### config.mk
export PLATFORM = sky130hd
export DESIGN_NAME = srg_regs
export DESIGN_NICKNAME = d
export VERILOG_FILES = /design/src/verilog/srg_pkg.sv /design/src/verilog/srg_regs.sv
export SDC_FILE = /design/constraint.sdc
export NUM_CORES = 1
export LEC_CHECK = 0
export ABC_AREA = 1
export BUFFER_PORTS_ARGS = -buffer_cell sky130_fd_sc_hd__buf_2
export CAP_MARGIN = 5
export CORE_ASPECT_RATIO = 1.25
export CORE_MARGIN = 2
export CORE_UTILIZATION = 35
export CTS_BUF_LIST = sky130_fd_sc_hd__clkbuf_4
export DETAILED_ROUTE_END_ITERATION = 8
export PLACE_DENSITY_LB_ADDON = 0.3
export SETUP_SLACK_MARGIN = 0.3
export SYNTH_ARGS = -nofsm -noshare
export SYNTH_HDL_FRONTEND = slang
export SYNTH_SLANG_ARGS = --single-unit
### constraint.sdc
create_clock -name ref_clk -period 3 [get_ports ref_clk]
set_input_delay 0.15 -clock ref_clk [delete_from_list [all_inputs] [get_ports ref_clk]]
set_output_delay 0.15 -clock ref_clk [all_outputs]
set_load 0.03 [all_outputs]
### src/verilog/srg_pkg.sv
// Register map, field layout and timing constants of the sensor readout register bank
package srg_pkg;
   localparam int SRG_NREG = 22;
   localparam int SRG_AW = 8;
   localparam int SRG_DW = 32;
   // Printed register indices; byte address is four times the index
   localparam logic [5:0] SRG_IDX [SRG_NREG] = '{6'h08, 6'h09, 6'h0A, 6'h0B, 6'h0C, 6'h0D,
      6'h0E, 6'h0F, 6'h10, 6'h11, 6'h12, 6'h13, 6'h14, 6'h15, 6'h16, 6'h17, 6'h18, 6'h19,
      6'h1A, 6'h1B, 6'h1C, 6'h20};
   localparam logic [7:0] SRG_MASK [SRG_NREG] = '{8'h01, 8'hFF, 8'h03, 8'hFF, 8'h01, 8'hFF,
      8'h03, 8'hFF, 8'hFF, 8'hFF, 8'hFF, 8'hFF, 8'h3F, 8'h3F, 8'h3F, 8'hFF, 8'hFF, 8'hFF,
      8'hFF, 8'h3F, 8'h0F, 8'h0F};
   localparam logic [7:0] SRG_RST [SRG_NREG] = '{8'h00, 8'h02, 8'h00, 8'h02, 8'h01, 8'hE0,
      8'h02, 8'h80, 8'h00, 8'hD0, 8'h00, 8'h08, 8'h10, 8'h10, 8'h10, 8'h10, 8'h00, 8'h3F,
      8'h10, 8'h13, 8'h07, 8'h0F};
   // Slots in the register array
   localparam int SRG_S_ROW_HI = 0;
   localparam int SRG_S_ROW_LO = 1;
   localparam int SRG_S_COL_HI = 2;
   localparam int SRG_S_COL_LO = 3;
   localparam int SRG_S_ROWS_HI = 4;
   localparam int SRG_S_ROWS_LO = 5;
   localparam int SRG_S_COLS_HI = 6;
   localparam int SRG_S_COLS_LO = 7;
   localparam int SRG_S_LGAP_HI = 8;
   localparam int SRG_S_LGAP_LO = 9;
   localparam int SRG_S_FGAP_HI = 10;
   localparam int SRG_S_FGAP_LO = 11;
   localparam int SRG_S_RED = 12;
   localparam int SRG_S_GREEN = 13;
   localparam int SRG_S_BLUE = 14;
   localparam int SRG_S_AMP = 15;
   localparam int SRG_S_FLOOR = 16;
   localparam int SRG_S_CEIL = 17;
   localparam int SRG_S_REF = 18;
   localparam int SRG_S_BIAS = 19;
   localparam int SRG_S_CLAMP = 20;
   localparam int SRG_S_ADC = 21;
   // Field positions of the analog bias register, and widths of the bias, colour gain and nibble fields
   localparam int SRG_PIXB_LSB = 3;
   localparam int SRG_AMPB_LSB = 0;
   localparam int SRG_BIAS_W = 3;
   localparam int SRG_CGAIN_W = 6;
   localparam int SRG_NIB_W = 4;
   // AXI responses
   localparam logic [1:0] SRG_RESP_OKAY = 2'h0;
   localparam logic [1:0] SRG_RESP_SLVERR = 2'h2;
   // Sensor clock is the reference clock over two
   localparam int SRG_SENS_DIV = 2;
   localparam logic [15:0] SRG_ITIME_MIN = 16'h0001;
   localparam logic [15:0] SRG_ITIME_MAX = 16'h0200;
   localparam logic [15:0] SRG_ITIME_RST = 16'h0100;
   typedef enum logic {SRG_ST_ACT = 1'b0, SRG_ST_GAP = 1'b1} srg_tg_state_t;
endpackage : srg_pkg

### src/verilog/srg_regs.sv
// Sensor readout window, blanking, gain and bias register bank with AXI4-Lite access
`timescale 1ns/100ps
`default_nettype none
// Behaviour
// - Readout starts at row formed from row high and low registers, default 2.
// - Readout starts at column formed from column high and low registers.
// - Rows read per frame equal the programmed window height.
// - Pixels read per line equal the programmed window width.
// - Line gap between lines lasts the programmed count of sensor clocks.
// - Vertical sync stays high for the programmed frame gap time.
// - Vertical sync rises only at the boundary between consecutive frames.
// - Colour gains are six-bit codes, gain 0.5 plus code/32, unity at reset.
// - Common amplifier gain is an eight-bit code, gain 0.5 plus code/16.
// - Auto exposure never drives amplifier gain below the floor register; it can when the floor is set above the ceiling.
// - Auto exposure never drives amplifier gain above the ceiling register; it can when the floor is set above the ceiling.
// - Exposure moves integration time first, then gain from the reference value.
// - Bias register holds pixel and amplifier bias fields, driven to analog circuits.
// - Reset clamp holds a four-bit level, default 7, driven to the clamp.
// - Converter bias holds a four-bit current, default 0Fh, driven out.
// - Vertical sync equals vertical blank; horizontal sync is inverted horizontal blank.
module srg_regs
   import srg_pkg::*;
#(
   parameter int SENS_DIV = SRG_SENS_DIV
)
(
   input wire logic ref_clk,
   input wire logic resetn,
   input wire logic [SRG_AW-1:0] s_axi_awaddr,
   input wire logic s_axi_awvalid,
   output logic s_axi_awready,
   input wire logic [SRG_DW-1:0] s_axi_wdata,
   input wire logic [3:0] s_axi_wstrb,
   input wire logic s_axi_wvalid,
   output logic s_axi_wready,
   output logic [1:0] s_axi_bresp,
   output logic s_axi_bvalid,
   input wire logic s_axi_bready,
   input wire logic [SRG_AW-1:0] s_axi_araddr,
   input wire logic s_axi_arvalid,
   output logic s_axi_arready,
   output logic [SRG_DW-1:0] s_axi_rdata,
   output logic [1:0] s_axi_rresp,
   output logic s_axi_rvalid,
   input wire logic s_axi_rready,
   input wire logic auto_exposure_en,
   input wire logic exp_more,
   input wire logic exp_less,
   output logic vsync,
   output logic hsync,
   output logic pix_valid,
   output logic [8:0] row_addr,
   output logic [9:0] col_addr,
   output logic [SRG_CGAIN_W-1:0] red_gain,
   output logic [SRG_CGAIN_W-1:0] green_gain,
   output logic [SRG_CGAIN_W-1:0] blue_gain,
   output logic [7:0] amp_gain,
   output logic [SRG_BIAS_W-1:0] pixel_bias,
   output logic [SRG_BIAS_W-1:0] amp_bias,
   output logic [SRG_NIB_W-1:0] clamp_level,
   output logic [SRG_NIB_W-1:0] adc_bias,
   output logic [15:0] integ_time
);
   logic [7:0] regs_ff [SRG_NREG];
   logic wr_fire, wr_hit, rd_hit;
   logic [4:0] wr_slot, rd_slot;
   logic [SRG_DW-1:0] nxt_rdata;
   logic exp_wr;
   logic [7:0] exp_val;

   // Write and read address decode
   always_comb
   begin
      wr_hit = 1'b0;
      wr_slot = 5'h00;
      rd_hit = 1'b0;
      rd_slot = 5'h00;
      for (int k = 0; k < SRG_NREG; k++)
      begin
         if (s_axi_awaddr == {SRG_IDX[k], 2'h0})
         begin
            wr_hit = 1'b1;
            wr_slot = 5'(k);
         end
         if (s_axi_araddr == {SRG_IDX[k], 2'h0})
         begin
            rd_hit = 1'b1;
            rd_slot = 5'(k);
         end
      end
   end

   // Address and data are taken together, so neither can be orphaned
   assign s_axi_awready = s_axi_awvalid && s_axi_wvalid && !s_axi_bvalid;
   assign s_axi_wready = s_axi_awready;
   assign wr_fire = s_axi_awready;
   assign s_axi_arready = !s_axi_rvalid;

   always_ff @(posedge ref_clk)
   begin
      if (!resetn)
      begin
         s_axi_bvalid <= 1'b0;
         s_axi_bresp <= SRG_RESP_OKAY;
      end
      else if (wr_fire)
      begin
         s_axi_bvalid <= 1'b1;
         s_axi_bresp <= wr_hit ? SRG_RESP_OKAY : SRG_RESP_SLVERR;
      end
      else if (s_axi_bready)
      begin
         s_axi_bvalid <= 1'b0;
      end
   end

   always_comb
   begin
      nxt_rdata = '0;
      if (rd_hit)
      begin
         nxt_rdata[7:0] = regs_ff[rd_slot] & SRG_MASK[rd_slot];
      end
   end

   always_ff @(posedge ref_clk)
   begin
      if (!resetn)
      begin
         s_axi_rvalid <= 1'b0;
         s_axi_rdata <= '0;
         s_axi_rresp <= SRG_RESP_OKAY;
      end
      else if (s_axi_arvalid && s_axi_arready)
      begin
         s_axi_rvalid <= 1'b1;
         s_axi_rdata <= nxt_rdata;
         s_axi_rresp <= rd_hit ? SRG_RESP_OKAY : SRG_RESP_SLVERR;
      end
      else if (s_axi_rready)
      begin
         s_axi_rvalid <= 1'b0;
      end
   end

   // One register per entry; the exposure loop wins over a write in the same cycle
   for (genvar g = 0; g < SRG_NREG; g++)
   begin : g_reg
      always_ff @(posedge ref_clk)
      begin
         if (!resetn)
         begin
            regs_ff[g] <= SRG_RST[g];
         end
         else if (g == SRG_S_AMP && exp_wr)
         begin
            regs_ff[g] <= exp_val;
         end
         else if (wr_fire && wr_hit && wr_slot == 5'(g) && s_axi_wstrb[0])
         begin
            regs_ff[g] <= s_axi_wdata[7:0] & SRG_MASK[g];
         end
      end
   end

   // Joined multi-byte values
   logic [8:0] row_first;
   logic [9:0] col_first;
   logic [8:0] rows_cnt;
   logic [9:0] cols_cnt;
   logic [15:0] line_gap, frame_gap;
   assign row_first = {regs_ff[SRG_S_ROW_HI][0], regs_ff[SRG_S_ROW_LO]};
   assign col_first = {regs_ff[SRG_S_COL_HI][1:0], regs_ff[SRG_S_COL_LO]};
   assign rows_cnt = {regs_ff[SRG_S_ROWS_HI][0], regs_ff[SRG_S_ROWS_LO]};
   assign cols_cnt = {regs_ff[SRG_S_COLS_HI][1:0], regs_ff[SRG_S_COLS_LO]};
   assign line_gap = {regs_ff[SRG_S_LGAP_HI], regs_ff[SRG_S_LGAP_LO]};
   assign frame_gap = {regs_ff[SRG_S_FGAP_HI], regs_ff[SRG_S_FGAP_LO]};

   // Analog settings straight from the registers
   assign red_gain = regs_ff[SRG_S_RED][SRG_CGAIN_W-1:0];
   assign green_gain = regs_ff[SRG_S_GREEN][SRG_CGAIN_W-1:0];
   assign blue_gain = regs_ff[SRG_S_BLUE][SRG_CGAIN_W-1:0];
   assign amp_gain = regs_ff[SRG_S_AMP];
   assign pixel_bias = regs_ff[SRG_S_BIAS][SRG_PIXB_LSB +: SRG_BIAS_W];
   assign amp_bias = regs_ff[SRG_S_BIAS][SRG_AMPB_LSB +: SRG_BIAS_W];
   assign clamp_level = regs_ff[SRG_S_CLAMP][SRG_NIB_W-1:0];
   assign adc_bias = regs_ff[SRG_S_ADC][SRG_NIB_W-1:0];

   // Sensor clock enable
   logic [7:0] div_ff;
   logic sen;
   always_ff @(posedge ref_clk)
   begin
      if (!resetn)
      begin
         div_ff <= 8'h00;
      end
      else
      begin
         div_ff <= (div_ff == 8'(SENS_DIV - 1)) ? 8'h00 : div_ff + 8'h01;
      end
   end
   assign sen = (div_ff == 8'(SENS_DIV - 1));

   // Readout timing; a zero count is treated as one so a line never stalls
   srg_tg_state_t state_ff;
   logic frame_gap_hi_ff;
   logic [15:0] pos_ff, line_ff;
   logic [15:0] cols_eff, gap_eff, rows_eff, fgap_eff;
   logic line_end, hblank;
   assign cols_eff = (cols_cnt == 10'h000) ? 16'h0001 : {6'h00, cols_cnt};
   assign gap_eff = (line_gap == 16'h0000) ? 16'h0001 : line_gap;
   assign rows_eff = (rows_cnt == 9'h000) ? 16'h0001 : {7'h00, rows_cnt};
   assign fgap_eff = (frame_gap == 16'h0000) ? 16'h0001 : frame_gap;
   assign line_end = sen && state_ff == SRG_ST_GAP && pos_ff + 16'h0001 >= gap_eff;

   always_ff @(posedge ref_clk)
   begin
      if (!resetn)
      begin
         state_ff <= SRG_ST_GAP;
         pos_ff <= 16'h0000;
      end
      else if (sen)
      begin
         case (state_ff)
            SRG_ST_ACT:
            begin
               if (pos_ff + 16'h0001 >= cols_eff)
               begin
                  state_ff <= SRG_ST_GAP;
                  pos_ff <= 16'h0000;
               end
               else
               begin
                  pos_ff <= pos_ff + 16'h0001;
               end
            end
            SRG_ST_GAP:
            begin
               if (line_end)
               begin
                  state_ff <= SRG_ST_ACT;
                  pos_ff <= 16'h0000;
               end
               else
               begin
                  pos_ff <= pos_ff + 16'h0001;
               end
            end
            default:
            begin
               state_ff <= SRG_ST_GAP;
            end
         endcase
      end
   end

   // Frame gap counted in line periods; the frame starts in its blank
   always_ff @(posedge ref_clk)
   begin
      if (!resetn)
      begin
         frame_gap_hi_ff <= 1'b1;
         line_ff <= 16'h0000;
      end
      else if (line_end)
      begin
         if (frame_gap_hi_ff && line_ff + 16'h0001 >= fgap_eff)
         begin
            frame_gap_hi_ff <= 1'b0;
            line_ff <= 16'h0000;
         end
         else if (!frame_gap_hi_ff && line_ff + 16'h0001 >= rows_eff)
         begin
            frame_gap_hi_ff <= 1'b1;
            line_ff <= 16'h0000;
         end
         else
         begin
            line_ff <= line_ff + 16'h0001;
         end
      end
   end

   assign hblank = frame_gap_hi_ff || state_ff != SRG_ST_ACT;
   assign vsync = frame_gap_hi_ff;
   assign hsync = !hblank;
   assign pix_valid = !hblank;
   assign row_addr = row_first + line_ff[8:0];
   assign col_addr = col_first + pos_ff[9:0];

   // Exposure loop: integration time first, amplifier gain only at its bounds
   logic gain_mode_ff;
   logic [15:0] itime_ff;
   logic [7:0] amp_cur, amp_lo, amp_hi, ref_cl;
   logic exp_step;
   assign amp_cur = regs_ff[SRG_S_AMP];
   assign amp_lo = regs_ff[SRG_S_FLOOR];
   assign amp_hi = regs_ff[SRG_S_CEIL];
   assign ref_cl = (regs_ff[SRG_S_REF] < amp_lo) ? amp_lo :
                   (regs_ff[SRG_S_REF] > amp_hi) ? amp_hi : regs_ff[SRG_S_REF];
   assign exp_step = auto_exposure_en && (exp_more ^ exp_less);
   assign integ_time = itime_ff;

   always_comb
   begin
      exp_wr = 1'b0;
      exp_val = amp_cur;
      if (exp_step && !gain_mode_ff &&
          ((exp_more && itime_ff >= SRG_ITIME_MAX) || (exp_less && itime_ff <= SRG_ITIME_MIN)))
      begin
         exp_wr = 1'b1;
         exp_val = ref_cl;
      end
      else if (exp_step && gain_mode_ff)
      begin
         exp_wr = 1'b1;
         if (exp_more)
         begin
            exp_val = (amp_cur >= amp_hi) ? amp_hi :
                      (amp_cur < amp_lo) ? amp_lo : amp_cur + 8'h01;
         end
         else
         begin
            exp_val = (amp_cur <= amp_lo) ? amp_lo :
                      (amp_cur > amp_hi) ? amp_hi : amp_cur - 8'h01;
         end
      end
   end

   // Gain returns to the reference before integration time moves again
   always_ff @(posedge ref_clk)
   begin
      if (!resetn)
      begin
         gain_mode_ff <= 1'b0;
         itime_ff <= SRG_ITIME_RST;
      end
      else if (exp_step)
      begin
         if (!gain_mode_ff)
         begin
            if (exp_more && itime_ff < SRG_ITIME_MAX)
            begin
               itime_ff <= itime_ff + 16'h0001;
            end
            else if (exp_less && itime_ff > SRG_ITIME_MIN)
            begin
               itime_ff <= itime_ff - 16'h0001;
            end
            else
            begin
               gain_mode_ff <= 1'b1;
            end
         end
         else if ((exp_less && itime_ff >= SRG_ITIME_MAX && amp_cur <= ref_cl) ||
                  (exp_more && itime_ff <= SRG_ITIME_MIN && amp_cur >= ref_cl))
         begin
            gain_mode_ff <= 1'b0;
         end
      end
   end

   // Checks
   logic [15:0] pix_run_ff, gap_run_ff, row_run_ff, vline_run_ff;
   always_ff @(posedge ref_clk)
   begin
      if (!resetn)
      begin
         pix_run_ff <= 16'h0000;
         gap_run_ff <= 16'h0000;
         row_run_ff <= 16'h0000;
         vline_run_ff <= 16'h0000;
      end
      else
      begin
         if (sen && state_ff == SRG_ST_ACT)
         begin
            pix_run_ff <= pix_run_ff + 16'h0001;
         end
         else if (state_ff == SRG_ST_GAP)
         begin
            pix_run_ff <= 16'h0000;
         end
         if (sen && state_ff == SRG_ST_GAP)
         begin
            gap_run_ff <= gap_run_ff + 16'h0001;
         end
         else if (state_ff == SRG_ST_ACT)
         begin
            gap_run_ff <= 16'h0000;
         end
         if (line_end && !frame_gap_hi_ff)
         begin
            row_run_ff <= row_run_ff + 16'h0001;
         end
         else if (frame_gap_hi_ff)
         begin
            row_run_ff <= 16'h0000;
         end
         if (line_end && frame_gap_hi_ff)
         begin
            vline_run_ff <= vline_run_ff + 16'h0001;
         end
         else if (!frame_gap_hi_ff)
         begin
            vline_run_ff <= 16'h0000;
         end
      end
   end

   a_row_first: assert property (@(posedge ref_clk) disable iff (!resetn)
      $rose(pix_valid) && line_ff == 16'h0000 |-> row_addr == row_first)
      else $error("first row of frame not at row start");
   a_col_first: assert property (@(posedge ref_clk) disable iff (!resetn)
      $rose(pix_valid) |-> col_addr == col_first)
      else $error("line does not begin at column start");
   a_line_width: assert property (@(posedge ref_clk) disable iff (!resetn)
      $fell(state_ff == SRG_ST_ACT) |-> pix_run_ff == cols_eff)
      else $error("pixels per line differ from width");
   a_gap_length: assert property (@(posedge ref_clk) disable iff (!resetn)
      $fell(state_ff == SRG_ST_GAP) |-> gap_run_ff == gap_eff)
      else $error("line gap length wrong");
   a_frame_height: assert property (@(posedge ref_clk) disable iff (!resetn)
      $rose(vsync) |-> $past(row_run_ff) + 16'h0001 == rows_eff)
      else $error("rows per frame differ from height");
   a_vsync_span: assert property (@(posedge ref_clk) disable iff (!resetn)
      $fell(vsync) |-> $past(vline_run_ff) + 16'h0001 == fgap_eff)
      else $error("vertical sync length wrong");
   a_vsync_edge: assert property (@(posedge ref_clk) disable iff (!resetn)
      $rose(vsync) |-> $past(state_ff == SRG_ST_GAP) && $past(line_end) && !hsync)
      else $error("vertical sync rose inside a frame");
   a_sync_pair: assert property (@(posedge ref_clk) disable iff (!resetn)
      vsync |-> !hsync && !pix_valid)
      else $error("horizontal sync active in vertical blank");
   a_gain_floor: assert property (@(posedge ref_clk) disable iff (!resetn)
      exp_wr && exp_less && amp_lo <= amp_hi |=> amp_gain >= $past(amp_lo))
      else $error("gain driven below floor");
   a_gain_ceiling: assert property (@(posedge ref_clk) disable iff (!resetn)
      exp_wr && exp_more && amp_lo <= amp_hi |=> amp_gain <= $past(amp_hi))
      else $error("gain driven above ceiling");
   a_gain_reference: assert property (@(posedge ref_clk) disable iff (!resetn)
      exp_step && !gain_mode_ff && !(exp_more && itime_ff < SRG_ITIME_MAX)
      && !(exp_less && itime_ff > SRG_ITIME_MIN) |=> gain_mode_ff && amp_gain == $past(ref_cl))
      else $error("gain phase did not start at reference");
   a_time_first: assert property (@(posedge ref_clk) disable iff (!resetn)
      exp_step && !gain_mode_ff && exp_more && itime_ff < SRG_ITIME_MAX
      && !(wr_fire && wr_hit) |=> $stable(amp_gain) && itime_ff == $past(itime_ff) + 16'h0001)
      else $error("gain moved before integration time bound");
   a_reserved_zero: assert property (@(posedge ref_clk) disable iff (!resetn)
      s_axi_rvalid |-> s_axi_rdata[SRG_DW-1:8] == '0)
      else $error("reserved read bits not zero");
endmodule : srg_regs
`default_nettype wire
==> out/results.ini, run 1 <==
[synth]
seq_area_frac_synth_pct = 35.6
synthXorXnorAreaFrac_pct = 2.86
yosysWarnings = 0
synth-async-reset-ratio_pct = 0
yosysUniqueCellTypes = 53
synth_adder_area_share_pct = 9.83
synth_seq_cells = 205
synthFlopType = edfxtp_1
yosys-top-cells-area = edfxtp_1 (26%), nand2_1 (13%), ha_1 (9.6%), dfxtp_1 (9.3%), inv_1 (6.2%)
yosys.area.top_type = edfxtp_1
avgSynthCellArea_um2 = 7.27
synthSimpleGateAreaFrac_pct = 32.0
synth_edf_count = 134
synth_top_family_by_area = simple AND/OR/NAND/NOR gates
synth_compound_area_share_pct = 9.74
yosysMostFrequentCell = nand2_1
synthesis.area_um2 = 15300
postSynthCellCount = 2103
muxShareOfSynthArea_pct = 0
yosys-top-cells-count = nand2_1 (536), inv_1 (253), nor2_1 (230), nand3_1 (159), edfxtp_1 (134)
yosysTopAreaCellShare_pct = 26.3

[pwr]
p_total_mw = 7.08
peakVddDrop_uv = 236
power_leakage_nw = 9.22
powerDensity_nw_per_um2 = 362

[critical_path]
arrival_ns = 3.68
crit_slowest_cell = edfxtp_1
worstSetupPathType = reg -> reg
cp_cell_sequence = buf_4 -> ha_1 -> o21ai_0 -> nand2_1 -> nand3_1 -> nand2_1 -> nand4_1 -> nand2_1 -> buf_4 -> o211ai_1 -> o21a_1 -> ha_1 -> nand2_1 -> nor2_1 -> a211oi_2 -> o21ai_2 -> nor2_1 -> o31ai_2 -> a31oi_1
cp_top_family = compound AO/OA/AOI/OAI gates
cpPeakStageDelay_ns = 0.45
crit_fanout = 4
cp.depth = 19
required_ns = 3.59
startpoint_type = flip-flop
cp_num_buf_inv = 2
r2r_cells = 19
critical_path.most_common_cell = nand2_1
worst_setup_path_end_kind = flip-flop

[global_route]
grt_pass1_vias = 14961
grt_max_degree = 76
grtUsageTotal_pct = 23.8
grt_util_met3_pct = 3.96
top_usage_layer = met2
met1_usage_pct = 28.3
grt-ovfl-total = 0
antenna_found_initial = 1
grt_use_met2_pct = 41.5
grt_pass1_wl_mm = 83.2

[clock_tree]
cts.sinks = 205
numCtsBuffers = 54
ctsLongestPathBuffers = 3
htree_levels = 2
insertion_delay_ns = 0.74
clk_pin_slew_worst_paths_ns = 0.07
clock-root-buffer = clkbuf_4
cts_tree = done

[run_status]
outcome = finished, violations left
violations = setup timing

[floorplan]
num_io_pins = 181
die_h_um = 238
die_w_um = 191
core_um2 = 43100
rows = 85
die-area_um2 = 45400
initial_core_util_pct = 35.5

[placed_design]
globalplace.congestion = 0.953
port_buffers = 127
hpwl_mm = 41.2
place_ws_ns = -0.106

[run]
maxCapViolCount = 0

[sta]
relSlewSlack_pct = 23.2
finalHoldViolations = 0
fin_crit_ns = 3.09
fin_skew_ns = 0.0521
rsz0062_at_grt = yes
setup_violations = 8
slew_violations = 0
fmax_mhz = 323
worstMarginPinSlew_ns = 1.15
layout_setup_ws_ns = -0.0918
period_share_pct = 103

[routing]
vias = 15681
ant_nets = 0
wl_mm = 55.7
viasPerCell = 5.19
wire_per_inst_um = 18.4
drtPass1Iterations = 5
route.detailed.drc = 0
drt_iter0_markers = 1125

[worst_hold_path]
hold_class = in -> reg
hold_depth = 6

[cells_and_area]
syn_to_final_growth_pct = 27.9
regArea_um2 = 5480
finalNetCount = 2593
fillers = 4368
drive_gt1_share_pct = 25.0
utilization_pct = 45.4
multiInputGateArea_um2 = 9140

path summary, 6_finish.rpt:
check / start / to / slack [ns]
setup reg to reg: regs_ff[18][1] / gain_mode_ff / -0.09
hold reg to reg: div_ff[0] / div_ff[0] / 0.47
setup / recovery: regs_ff[18][1] / gain_mode_ff / -0.09
hold / removal: exp_more / regs_ff[15][2] / 0.14
area by class of cell:
cell class / instances / share of cell area (%)
Clock buffer: 85 / 3.26
Antenna cell: 1 / 0.0128
Timing Repair Buffer: 312 / 12.2
Multi-Input combinational cell: 1556 / 46.7
Inverter: 281 / 5.46
Tap cell: 565 / 3.61
Clock inverter: 17 / 0.512
Sequential cell: 205 / 28.0
Timing Repair inverter: 2 / 0.166
what timing repair did:
item | CTS | global route
gates resized for setup | 148 | 105
pin swaps | 59 | 72
cloned | 5 | 0
setup buffers | 27 | 32
hold buffers | 21 | 0
endpoints found under the hold margin | 61 | 0
endpoints found under the setup margin | 43 | 49
placed cells by master (no fill, tap or decap), drive strengths merged, types with 7 or more instances in the layout:
cell type / Yosys / final
xor2: 33 / 33
nor4: 8 / 8
o21a: 9 / 9
o211ai: 28 / 28
inv: 276 / 276
clkbuf: 36 / 85
dlygate4sd3: 0 / 21
nor3: 47 / 47
ha: 117 / 117
conb: 1 / 26
nand2: 552 / 552
edfxtp: 134 / 134
nand4: 65 / 65
nor2: 241 / 241
a211oi: 7 / 7
a21oi: 111 / 111
xnor2: 17 / 17
o21ai: 94 / 94
nand3: 170 / 170
dfxtp: 71 / 71
buf: 50 / 291
clkinv: 5 / 23
worst min-delay path, cell delays in order:
cell and delay, ns:
buf_2 0.20, nand2_1 0.10, nand2_1 0.07, nand2_1 0.07, nand3_1 0.07, nand2_1 0.07
cells by family after synthesis:
| family | after synthesis |
|---|---|
| other cells | 1 |
| simple gates | 1096 |
| compound gates | 265 |
| xor+xnor | 50 |
| flops | 205 |
| buf+inv | 367 |
| fa+ha+maj | 119 |
per-stage QoR:
| step | hold WS [ns] | cell area (um2) | std cells | TNS [ns] |
|---|---|---|---|---|
| 2_1_floorplan | 0.333 | 15400 | 2128 | 0 |
| 3_3_place_gp | 0.446 | 17100 | 2836 | 0 |
| 3_5_place_dp | 0.456 | 17100 | 2836 | -0.106 |
| 4_1_cts | 0.0769 | 18900 | 2991 | -0.0648 |
| 5_1_grt | 0.144 | 19600 | 3024 | -3.05 |
| 6_report | 0.138 | 19600 | 3024 | -0.520 |
sequential cells by signal, summed over array words and instances (netlist names), 8 cells and up:
name and flops:
regs_ff 134, integ_time 16, line_ff 16, pos_ff 16
div_ff 8, s_axi_rdata 8
routing by layer:
layer | vias up | wire length (um) | share of wire [%]
li1 | 7605 | - | -
met1 | 7317 | 21900 | 39
met2 | 593 | 27200 | 49
met3 | 166 | 3650 | 6.6
met4 | 0 | 3000 | 5.4
met5 | - | 0 | 0
report_power, final:
part	internal [mW]	switching, mW
Combinational	0.418	0.862
Clock	1.38	1.28
Sequential	3.07	0.0768
No activity file was read; power rests on OpenSTA's default activity.
==> inputs of run 2 (changes only) <==
--- a/config.mk
+++ b/config.mk
@@ -10,7 +10,7 @@
 export CAP_MARGIN = 5
 export CORE_ASPECT_RATIO = 1.25
 export CORE_MARGIN = 2
-export CORE_UTILIZATION = 35
+export CORE_UTILIZATION = 45
 export CTS_BUF_LIST = sky130_fd_sc_hd__clkbuf_4
 export DETAILED_ROUTE_END_ITERATION = 8
 export PLACE_DENSITY_LB_ADDON = 0.3
==> run 2 against run 1 <==
Net effect: core utilization rose by 14 points; clock-buffer cell count rose by 4; critical path type unchanged; sequential cell count did not move; global-route usage rose by 6.2 points; critical path depth fell by 1; worst setup slack improved by 0.056 ns; the flow still finishes with violations (setup timing); worst hold slack got worse by 0.058 ns; non-clock buffer count rose by 35; die area fell by 22%; clock power barely moved.
==> out/results.ini, run 2 (synthesized netlist as in run 1, its figures left out) <==
[run_status]
outcome = finished, violations left
violations = setup timing

[cells_and_area]
final_area_um2 = 19800  ; +1.5%
syn_to_final_growth_pct = 29.8
final-instance-count-excl-fill = 2915  ; -3.6%
largest_reg_flops = 134  ; unchanged
fillers = 2990  ; -32%
utilization_pct = 59.2  ; +14 points
regMostFlops = regs_ff
drive_gt1_share_pct = 27.3  ; +2.3 points
layout_commonest_cell = nand2_1
finalNetCount = 2629  ; +1.4%
final_cell_mix = nand2_1 (506), inv_1 (240), nor2_1 (213)

[run]
maxCapViolCount = 0  ; unchanged

[clock_tree]
numCtsBuffers = 54  ; unchanged
cts.sinks = 205  ; unchanged
htree_levels = 2  ; unchanged
insertion_delay_ns = 0.74  ; about the same
ctsLongestPathBuffers = 3  ; unchanged
clk_pin_slew_worst_paths_ns = 0.08  ; about the same
cts_tree = done
clock-root-buffer = clkbuf_4

[pwr]
switching_share_pct = 30.9  ; -0.41 points
p_int_mw = 4.95  ; +1.9%
power_leakage_nw = 9.38  ; +1.8%
power_frac_seq_pct = 43.9  ; -0.5 points
peakVddDrop_uv = 262  ; +11%
pwr-share-comb_pct = 18.9  ; +0.8 points
p_sw_mw = 2.21  ; about the same
power_frac_clock_pct = 37.1  ; -0.4 points
p_total_mw = 7.17  ; +1.3%
powerDensity_nw_per_um2 = 361  ; -0.20%

[sta]
setup_violations = 1  ; -7
rsz0062_at_grt = yes
fin_skew_ns = 0.0424  ; -0.00973 ns
fin_crit_ns = 3.04  ; -0.0557 ns
layout_setup_ws_ns = -0.0360  ; +0.0557 ns
finalHoldViolations = 0  ; unchanged
fmax_mhz = 329  ; +1.8%
relSlewSlack_pct = 25.3  ; +2.1 points
slew_violations = 0  ; unchanged
period_share_pct = 101  ; -1.9 points
worstMarginPinSlew_ns = 1.12  ; -0.0316 ns
tns_ns = -0.0360  ; +0.484 ns

[placed_design]
globalplace.congestion = 0.932  ; -2.3%
hpwl_mm = 39.6  ; -3.9%
post-place-cells = 2705  ; -4.6%
port_buffers = 127  ; unchanged
place_area_um2 = 17000  ; -0.70%

[routing]
route.detailed.drc = 0  ; unchanged
drt_iter0_markers = 1565  ; +39%
wl_mm = 54.9  ; -1.4%
viasPerCell = 5.53  ; +6.6%
drtPass1Iterations = 7  ; +2
wire_per_inst_um = 18.8  ; +2.3%
vias = 16107  ; +2.7%
ant_nets = 0  ; unchanged

[floorplan]
die_w_um = 169  ; -12%
num_io_pins = 181  ; unchanged
die-area_um2 = 35500  ; -22%
initial_core_util_pct = 45.6  ; +10 points
die_h_um = 210  ; -12%
rows = 75  ; -12%
core_um2 = 33500  ; -22%

[critical_path]
r2r_setup_slack_ns = -0.04  ; +0.06 ns
cp_num_buf_inv = 3  ; +1
cpPeakStageDelay_ns = 0.44  ; about the same
cp_top_family = simple AND/OR/NAND/NOR gates
crit_slowest_cell = edfxtp_1
cp_cell_sequence = ha_4 -> nand2_1 -> o21ai_2 -> nand2_1 -> o211ai_1 -> nand2_2 -> buf_6 -> o211ai_1 -> o21ai_1 -> ha_1 -> nand4_1 -> buf_4 -> nor4_4 -> inv_1 -> nand2_1 -> nand3_1 -> o31ai_1 -> a31oi_1
worst_setup_path_end_kind = flip-flop
startpoint_type = flip-flop
critical_path.most_common_cell = nand2_1
crit_fanout = 5  ; +1
required_ns = 3.62  ; +0.03 ns
worstSetupPathType = reg -> reg
arrival_ns = 3.66  ; -0.02 ns

[global_route]
grt_pass1_vias = 15455  ; +3.3%
grt-ovfl-total = 0  ; unchanged
antenna_found_initial = 1  ; unchanged
grtUsageTotal_pct = 30.1  ; +6.2 points
grt_pass1_wl_mm = 82.9  ; -0.45%
grt_max_degree = 47  ; -38%

[worst_hold_path]
hold_class = in -> reg

==> run 2: cell count changes in the layout (fill, tap and decap cells not counted), sizes merged <==
| cell | previous run | this run |
|---|---|---|
| clkbuf | 85 | 90 |
| clkinvlp | 0 | 2 |
| dlygate4sd3 | 21 | 23 |
| clkinv | 23 | 16 |
| buf | 291 | 323 |
| inv | 276 | 275 |
==> run 2: metal layers <==
layer | up-vias | track usage [%] | part of all wire, %
li1 | 7665 | - | -
met1 | 7521 | 34.3 | 37
met2 | 733 | 54.3 | 50
met3 | 188 | 3.85 | 6.9
met4 | 0 | 16.4 | 6.0
met5 | - | 0 | 0
==> run 2: final timing paths <==
path	startpoint	to	cells after the start
max	regs_ff[18][3]	gain_mode_ff	18
min	s_axi_awaddr[4]	regs_ff[2][0]	6
max reg2reg	regs_ff[18][3]	gain_mode_ff	18
min reg2reg	s_axi_rdata[2]	s_axi_rdata[2]	2
==> run 2: power groups by stage <==
| stage | Clock [mW] | Sequential [mW] | Combinational [mW] |
|---|---|---|---|
| after global routing | 2.83 | 3.15 | 1.47 |
| after detailed placement | 0 | 3.20 | 1.15 |
| after CTS | 2.70 | 3.15 | 1.26 |
| after floorplan | 0 | 3.24 | 0.708 |
| after global placement | 0 | 3.20 | 1.13 |
| final | 2.66 | 3.15 | 1.36 |
==> run 2: through the flow <==
stage                     setup WS (ns)  hold slack, ns
final                           -0.0360          0.0797
after global placement          -0.0610           0.444
after detailed placement         -0.174           0.454
after floorplan                   0.235           0.333
after global routing             -0.163           0.122
after CTS                        0.0169          0.0355
==> run 2: timing repair <==
action                     in CTS  in global routing
hold buffers                   23                  0
gates resized for setup       144                152
pin swaps                      58                 85
buffers inserted               55                 25
hold endpoints to repair       68                  0
cloned                          5                  2
setup endpoints to repair      48                 53
==> run 2: cell type report <==
class | count | area, um2 | area share (%)
Inverter | 281 | 1070 | 5.41
Multi-Input combinational cell | 1556 | 9330 | 47.0
Antenna cell | 1 | 2.50 | 0.0126
Tap cell | 423 | 529 | 2.67
Sequential cell | 205 | 5470 | 27.6
Clock inverter | 10 | 68.8 | 0.347
Timing Repair Buffer | 347 | 2660 | 13.4
Clock buffer | 89 | 668 | 3.37
Timing Repair inverter | 3 | 43.8 | 0.221
==> run 2: worst reg2reg max path, stage by stage, from the launching register on <==
cell and delay [ns]:
edfxtp_1 0.44, ha_4 0.30, nand2_1 0.08, o21ai_2 0.14
nand2_1 0.07, o211ai_1 0.12, nand2_2 0.15, buf_6 0.14
o211ai_1 0.14, o21ai_1 0.13, ha_1 0.32, nand4_1 0.16
buf_4 0.19, nor4_4 0.18, inv_1 0.07, nand2_1 0.08
nand3_1 0.07, o31ai_1 0.07, a31oi_1 0.10
==> inputs of run 3 (changes only) <==
--- a/config.mk
+++ b/config.mk
@@ -8,9 +8,11 @@
 export ABC_AREA = 1
 export BUFFER_PORTS_ARGS = -buffer_cell sky130_fd_sc_hd__buf_2
 export CAP_MARGIN = 5
+export CELL_PAD_IN_SITES_DETAIL_PLACEMENT = 1
+export CELL_PAD_IN_SITES_GLOBAL_PLACEMENT = 2
 export CORE_ASPECT_RATIO = 1.25
 export CORE_MARGIN = 2
-export CORE_UTILIZATION = 45
+export CORE_UTILIZATION = 32
 export CTS_BUF_LIST = sky130_fd_sc_hd__clkbuf_4
 export DETAILED_ROUTE_END_ITERATION = 8
 export PLACE_DENSITY_LB_ADDON = 0.3
==> constraint.sdc (replaced) <==
create_clock -name ref_clk -period 3 [get_ports ref_clk]
set_input_delay 0.15 -clock ref_clk [delete_from_list [all_inputs] [get_ports ref_clk]]
set_output_delay 0.15 -clock ref_clk [all_outputs]
set_load 0.05 [all_outputs]
==> run 3 against run 2 <==
Net effect: the run still ends with setup timing left; critical endpoint unchanged; largest cell class unchanged; critical path depth rose by 1; clock-buffer cell count down 9; wire length grew 15%.
==> out/results.ini, run 3 (synthesized netlist as in run 1, its figures left out) <==
[placed_design]
port_buffers = 127  ; unchanged
hpwl_mm = 47.4  ; +20%
post-place-cells = 2924  ; +8.1%
place_ws_ns = -0.0491  ; +0.125 ns
globalplace.congestion = 0.907  ; -2.7%

[worst_hold_path]
hold_depth = 9  ; +3
hold_start = s_axi_araddr[0]
hold_end = s_axi_rresp[1]
hold_class = in -> reg

[clock_tree]
clock-root-buffer = clkbuf_4
ctsLongestPathBuffers = 3  ; unchanged
cts_tree = done
htree_levels = 2  ; unchanged
numCtsBuffers = 59  ; +9.3%
clk_pin_slew_worst_paths_ns = 0.07  ; about the same
cts.sinks = 205  ; unchanged
insertion_delay_ns = 0.84  ; +0.10 ns

[global_route]
grt_max_degree = 76  ; +62%
antenna_found_initial = 2  ; +1
grt-ovfl-total = 0  ; unchanged
grt_pass1_wl_mm = 94.1  ; +14%
grtUsageTotal_pct = 24.9  ; -5.1 points
grt_pass1_vias = 16600  ; +7.4%

[sta]
relSlewSlack_pct = 28.4  ; +3.1 points
finalHoldViolations = 0  ; unchanged
whs_ns = 0.0768  ; -0.00286 ns
rsz0062_at_grt = yes
fin_skew_ns = 0.0631  ; +0.0207 ns
setup_violations = 1  ; unchanged
layout_setup_ws_ns = -0.159  ; -0.123 ns
fmax_mhz = 317  ; -3.9%
fin_crit_ns = 3.16  ; +0.123 ns
tns_ns = -0.159  ; -0.123 ns
worstMarginPinSlew_ns = 1.07  ; -0.0442 ns
period_share_pct = 105  ; +4.1 points
slew_violations = 0  ; unchanged

[routing]
wire_per_inst_um = 20.1  ; +6.6%
route.detailed.drc = 0  ; unchanged
vias = 15854  ; -1.6%
drt_iter0_markers = 679  ; -57%
viasPerCell = 5.05  ; -8.7%
drtPass1Iterations = 5  ; -2
ant_nets = 0  ; unchanged
wl_mm = 63.1  ; +15%

[critical_path]
cpPeakStageDelay_ns = 0.45  ; about the same
rr_startpoint = regs_ff[18][7]
worst_setup_path_end_kind = flip-flop
worstSetupPathType = reg -> reg
required_ns = 3.68  ; +0.06 ns
cp_cell_sequence = ha_4 -> nand2_1 -> nor2_2 -> nand2_1 -> o211ai_1 -> nand2_1 -> buf_12 -> buf_8 -> o211ai_1 -> o21a_1 -> ha_4 -> nand2_4 -> nor2_2 -> a211oi_2 -> o21ai_2 -> nand2_1 -> nand3_1 -> o31ai_1 -> a31oi_1
arrival_ns = 3.84  ; +0.18 ns
crit_slowest_cell = edfxtp_1
crit_fanout = 8  ; +3
r2r_cells = 19  ; +1
setup.worst_path.start = regs_ff[18][7]
critical_path.most_common_cell = nand2_1
reg2reg_to = gain_mode_ff
startpoint_type = flip-flop
r2r_setup_slack_ns = -0.16  ; -0.12 ns

[floorplan]
rows = 89  ; +19%
initial_core_util_pct = 32.4  ; -13 points
num_io_pins = 181  ; unchanged
die_h_um = 248  ; +18%
die-area_um2 = 49600  ; +40%
die_w_um = 200  ; +18%
core_um2 = 47200  ; +41%

[run_status]
outcome = finished, violations left
violations = setup timing

[pwr]
peakVddDrop_uv = 260  ; -0.61%
power_leakage_nw = 9.40  ; +0.15%
powerDensity_nw_per_um2 = 370  ; +2.5%
p_total_mw = 7.47  ; +4.3%

[cells_and_area]
largest_reg_flops = 134  ; unchanged
final-instance-count-excl-fill = 3141  ; +7.8%
finalNetCount = 2631  ; +0.076%
layout_commonest_cell = nand2_1
final_cell_mix = nand2_1 (504), inv_1 (240), nor2_1 (211)
syn_to_final_growth_pct = 32.0
fillers = 5953  ; +99%
regMostFlops = regs_ff
drive_gt1_share_pct = 27.2  ; -0.098 points

[run]
maxCapViolCount = 0  ; unchanged

==> run 3: cell types whose count changed in the layout (fill, tap and decap cells not counted), moves of 8 or more <==
| cell | change |
|---|---|
| nand3_2 | -9 |
| a21oi_2 | +13 |
| dlygate4sd3_1 | +10 |
| clkinv_2 | +11 |
| nand3_1 | +10 |
| nand2_2 | -10 |
| nand2_4 | +12 |
| clkinv_1 | +8 |
| buf_6 | -12 |
| a21oi_1 | -12 |
| clkbuf_4 | -10 |
==> run 3: through the flow <==
stage	util, %	cell area (um2)
CTS	40.5	19100
global placement	36.7	17300
finish	42.8	20200
floorplan	-	15400
global route	42.8	20200
detailed placement	36.7	17300
==> run 3: worst max-delay path: cells and delay by family (launching register included) <==
kind / cells / cell delay, ns
simple gates: 8 / 0.64
fa+ha+maj: 2 / 0.52
buf+inv: 2 / 0.29
flops: 1 / 0.45
compound gates: 7 / 1.12
==> run 3: how the worst max path moves through the flow <==
stage              endpoint  slack, ns  cells after the start
6_report       gain_mode_ff      -0.16                     19
5_1_grt        gain_mode_ff      -0.30                     20
4_1_cts         row_addr[8]      -0.07                     11
3_5_place_dp     line_ff[5]      -0.05                     16
3_3_place_gp   gain_mode_ff      0.006                     20
2_1_floorplan  gain_mode_ff       0.24                     20
==> run 3: area by class of cell <==
type / count / area, um2 / area share (%)
Antenna cell: 4 / 10.0 / 0.0496
Clock buffer: 80 / 601 / 2.97
Clock inverter: 31 / 188 / 0.929
Inverter: 281 / 1070 / 5.30
Multi-Input combinational cell: 1556 / 9390 / 46.5
Sequential cell: 205 / 5470 / 27.1
Tap cell: 637 / 797 / 3.95
Timing Repair Buffer: 344 / 2630 / 13.0
Timing Repair inverter: 3 / 41.3 / 0.204
==> run 3: repair_timing <==
| item | CTS | global route |
|---|---|---|
| pin swaps | 42 | 97 |
| buffers inserted | 34 | 29 |
| gates cloned | 2 | 4 |
| hold endpoints to repair | 119 | 0 |
| endpoints found under the setup margin | 49 | 80 |
| hold buffers | 33 | 0 |
| gates resized for setup | 97 | 209 |
==> run 3: metal layers <==
layer / part of all wire (%) / wire length [um] / GRT usage (%) / vias up
met5: 0 / 0 / 0 / -
met2: 53 / 33400 / 46.3 / 389
met3: 3.7 / 2350 / 3.46 / 128
met4: 4.7 / 2950 / 11.1 / 0
li1: - / - / - / 7651
met1: 39 / 24400 / 27.7 / 7686
==> run 3: power by group <==
group	total (mW)	leakage, nW	internal, mW	switching (mW)
logic	1.47	6.99	0.468	1.01
registers	3.15	1.94	3.07	0.0816
clock network	2.85	0.469	1.43	1.42
total	7.47	9.40	4.96	2.51
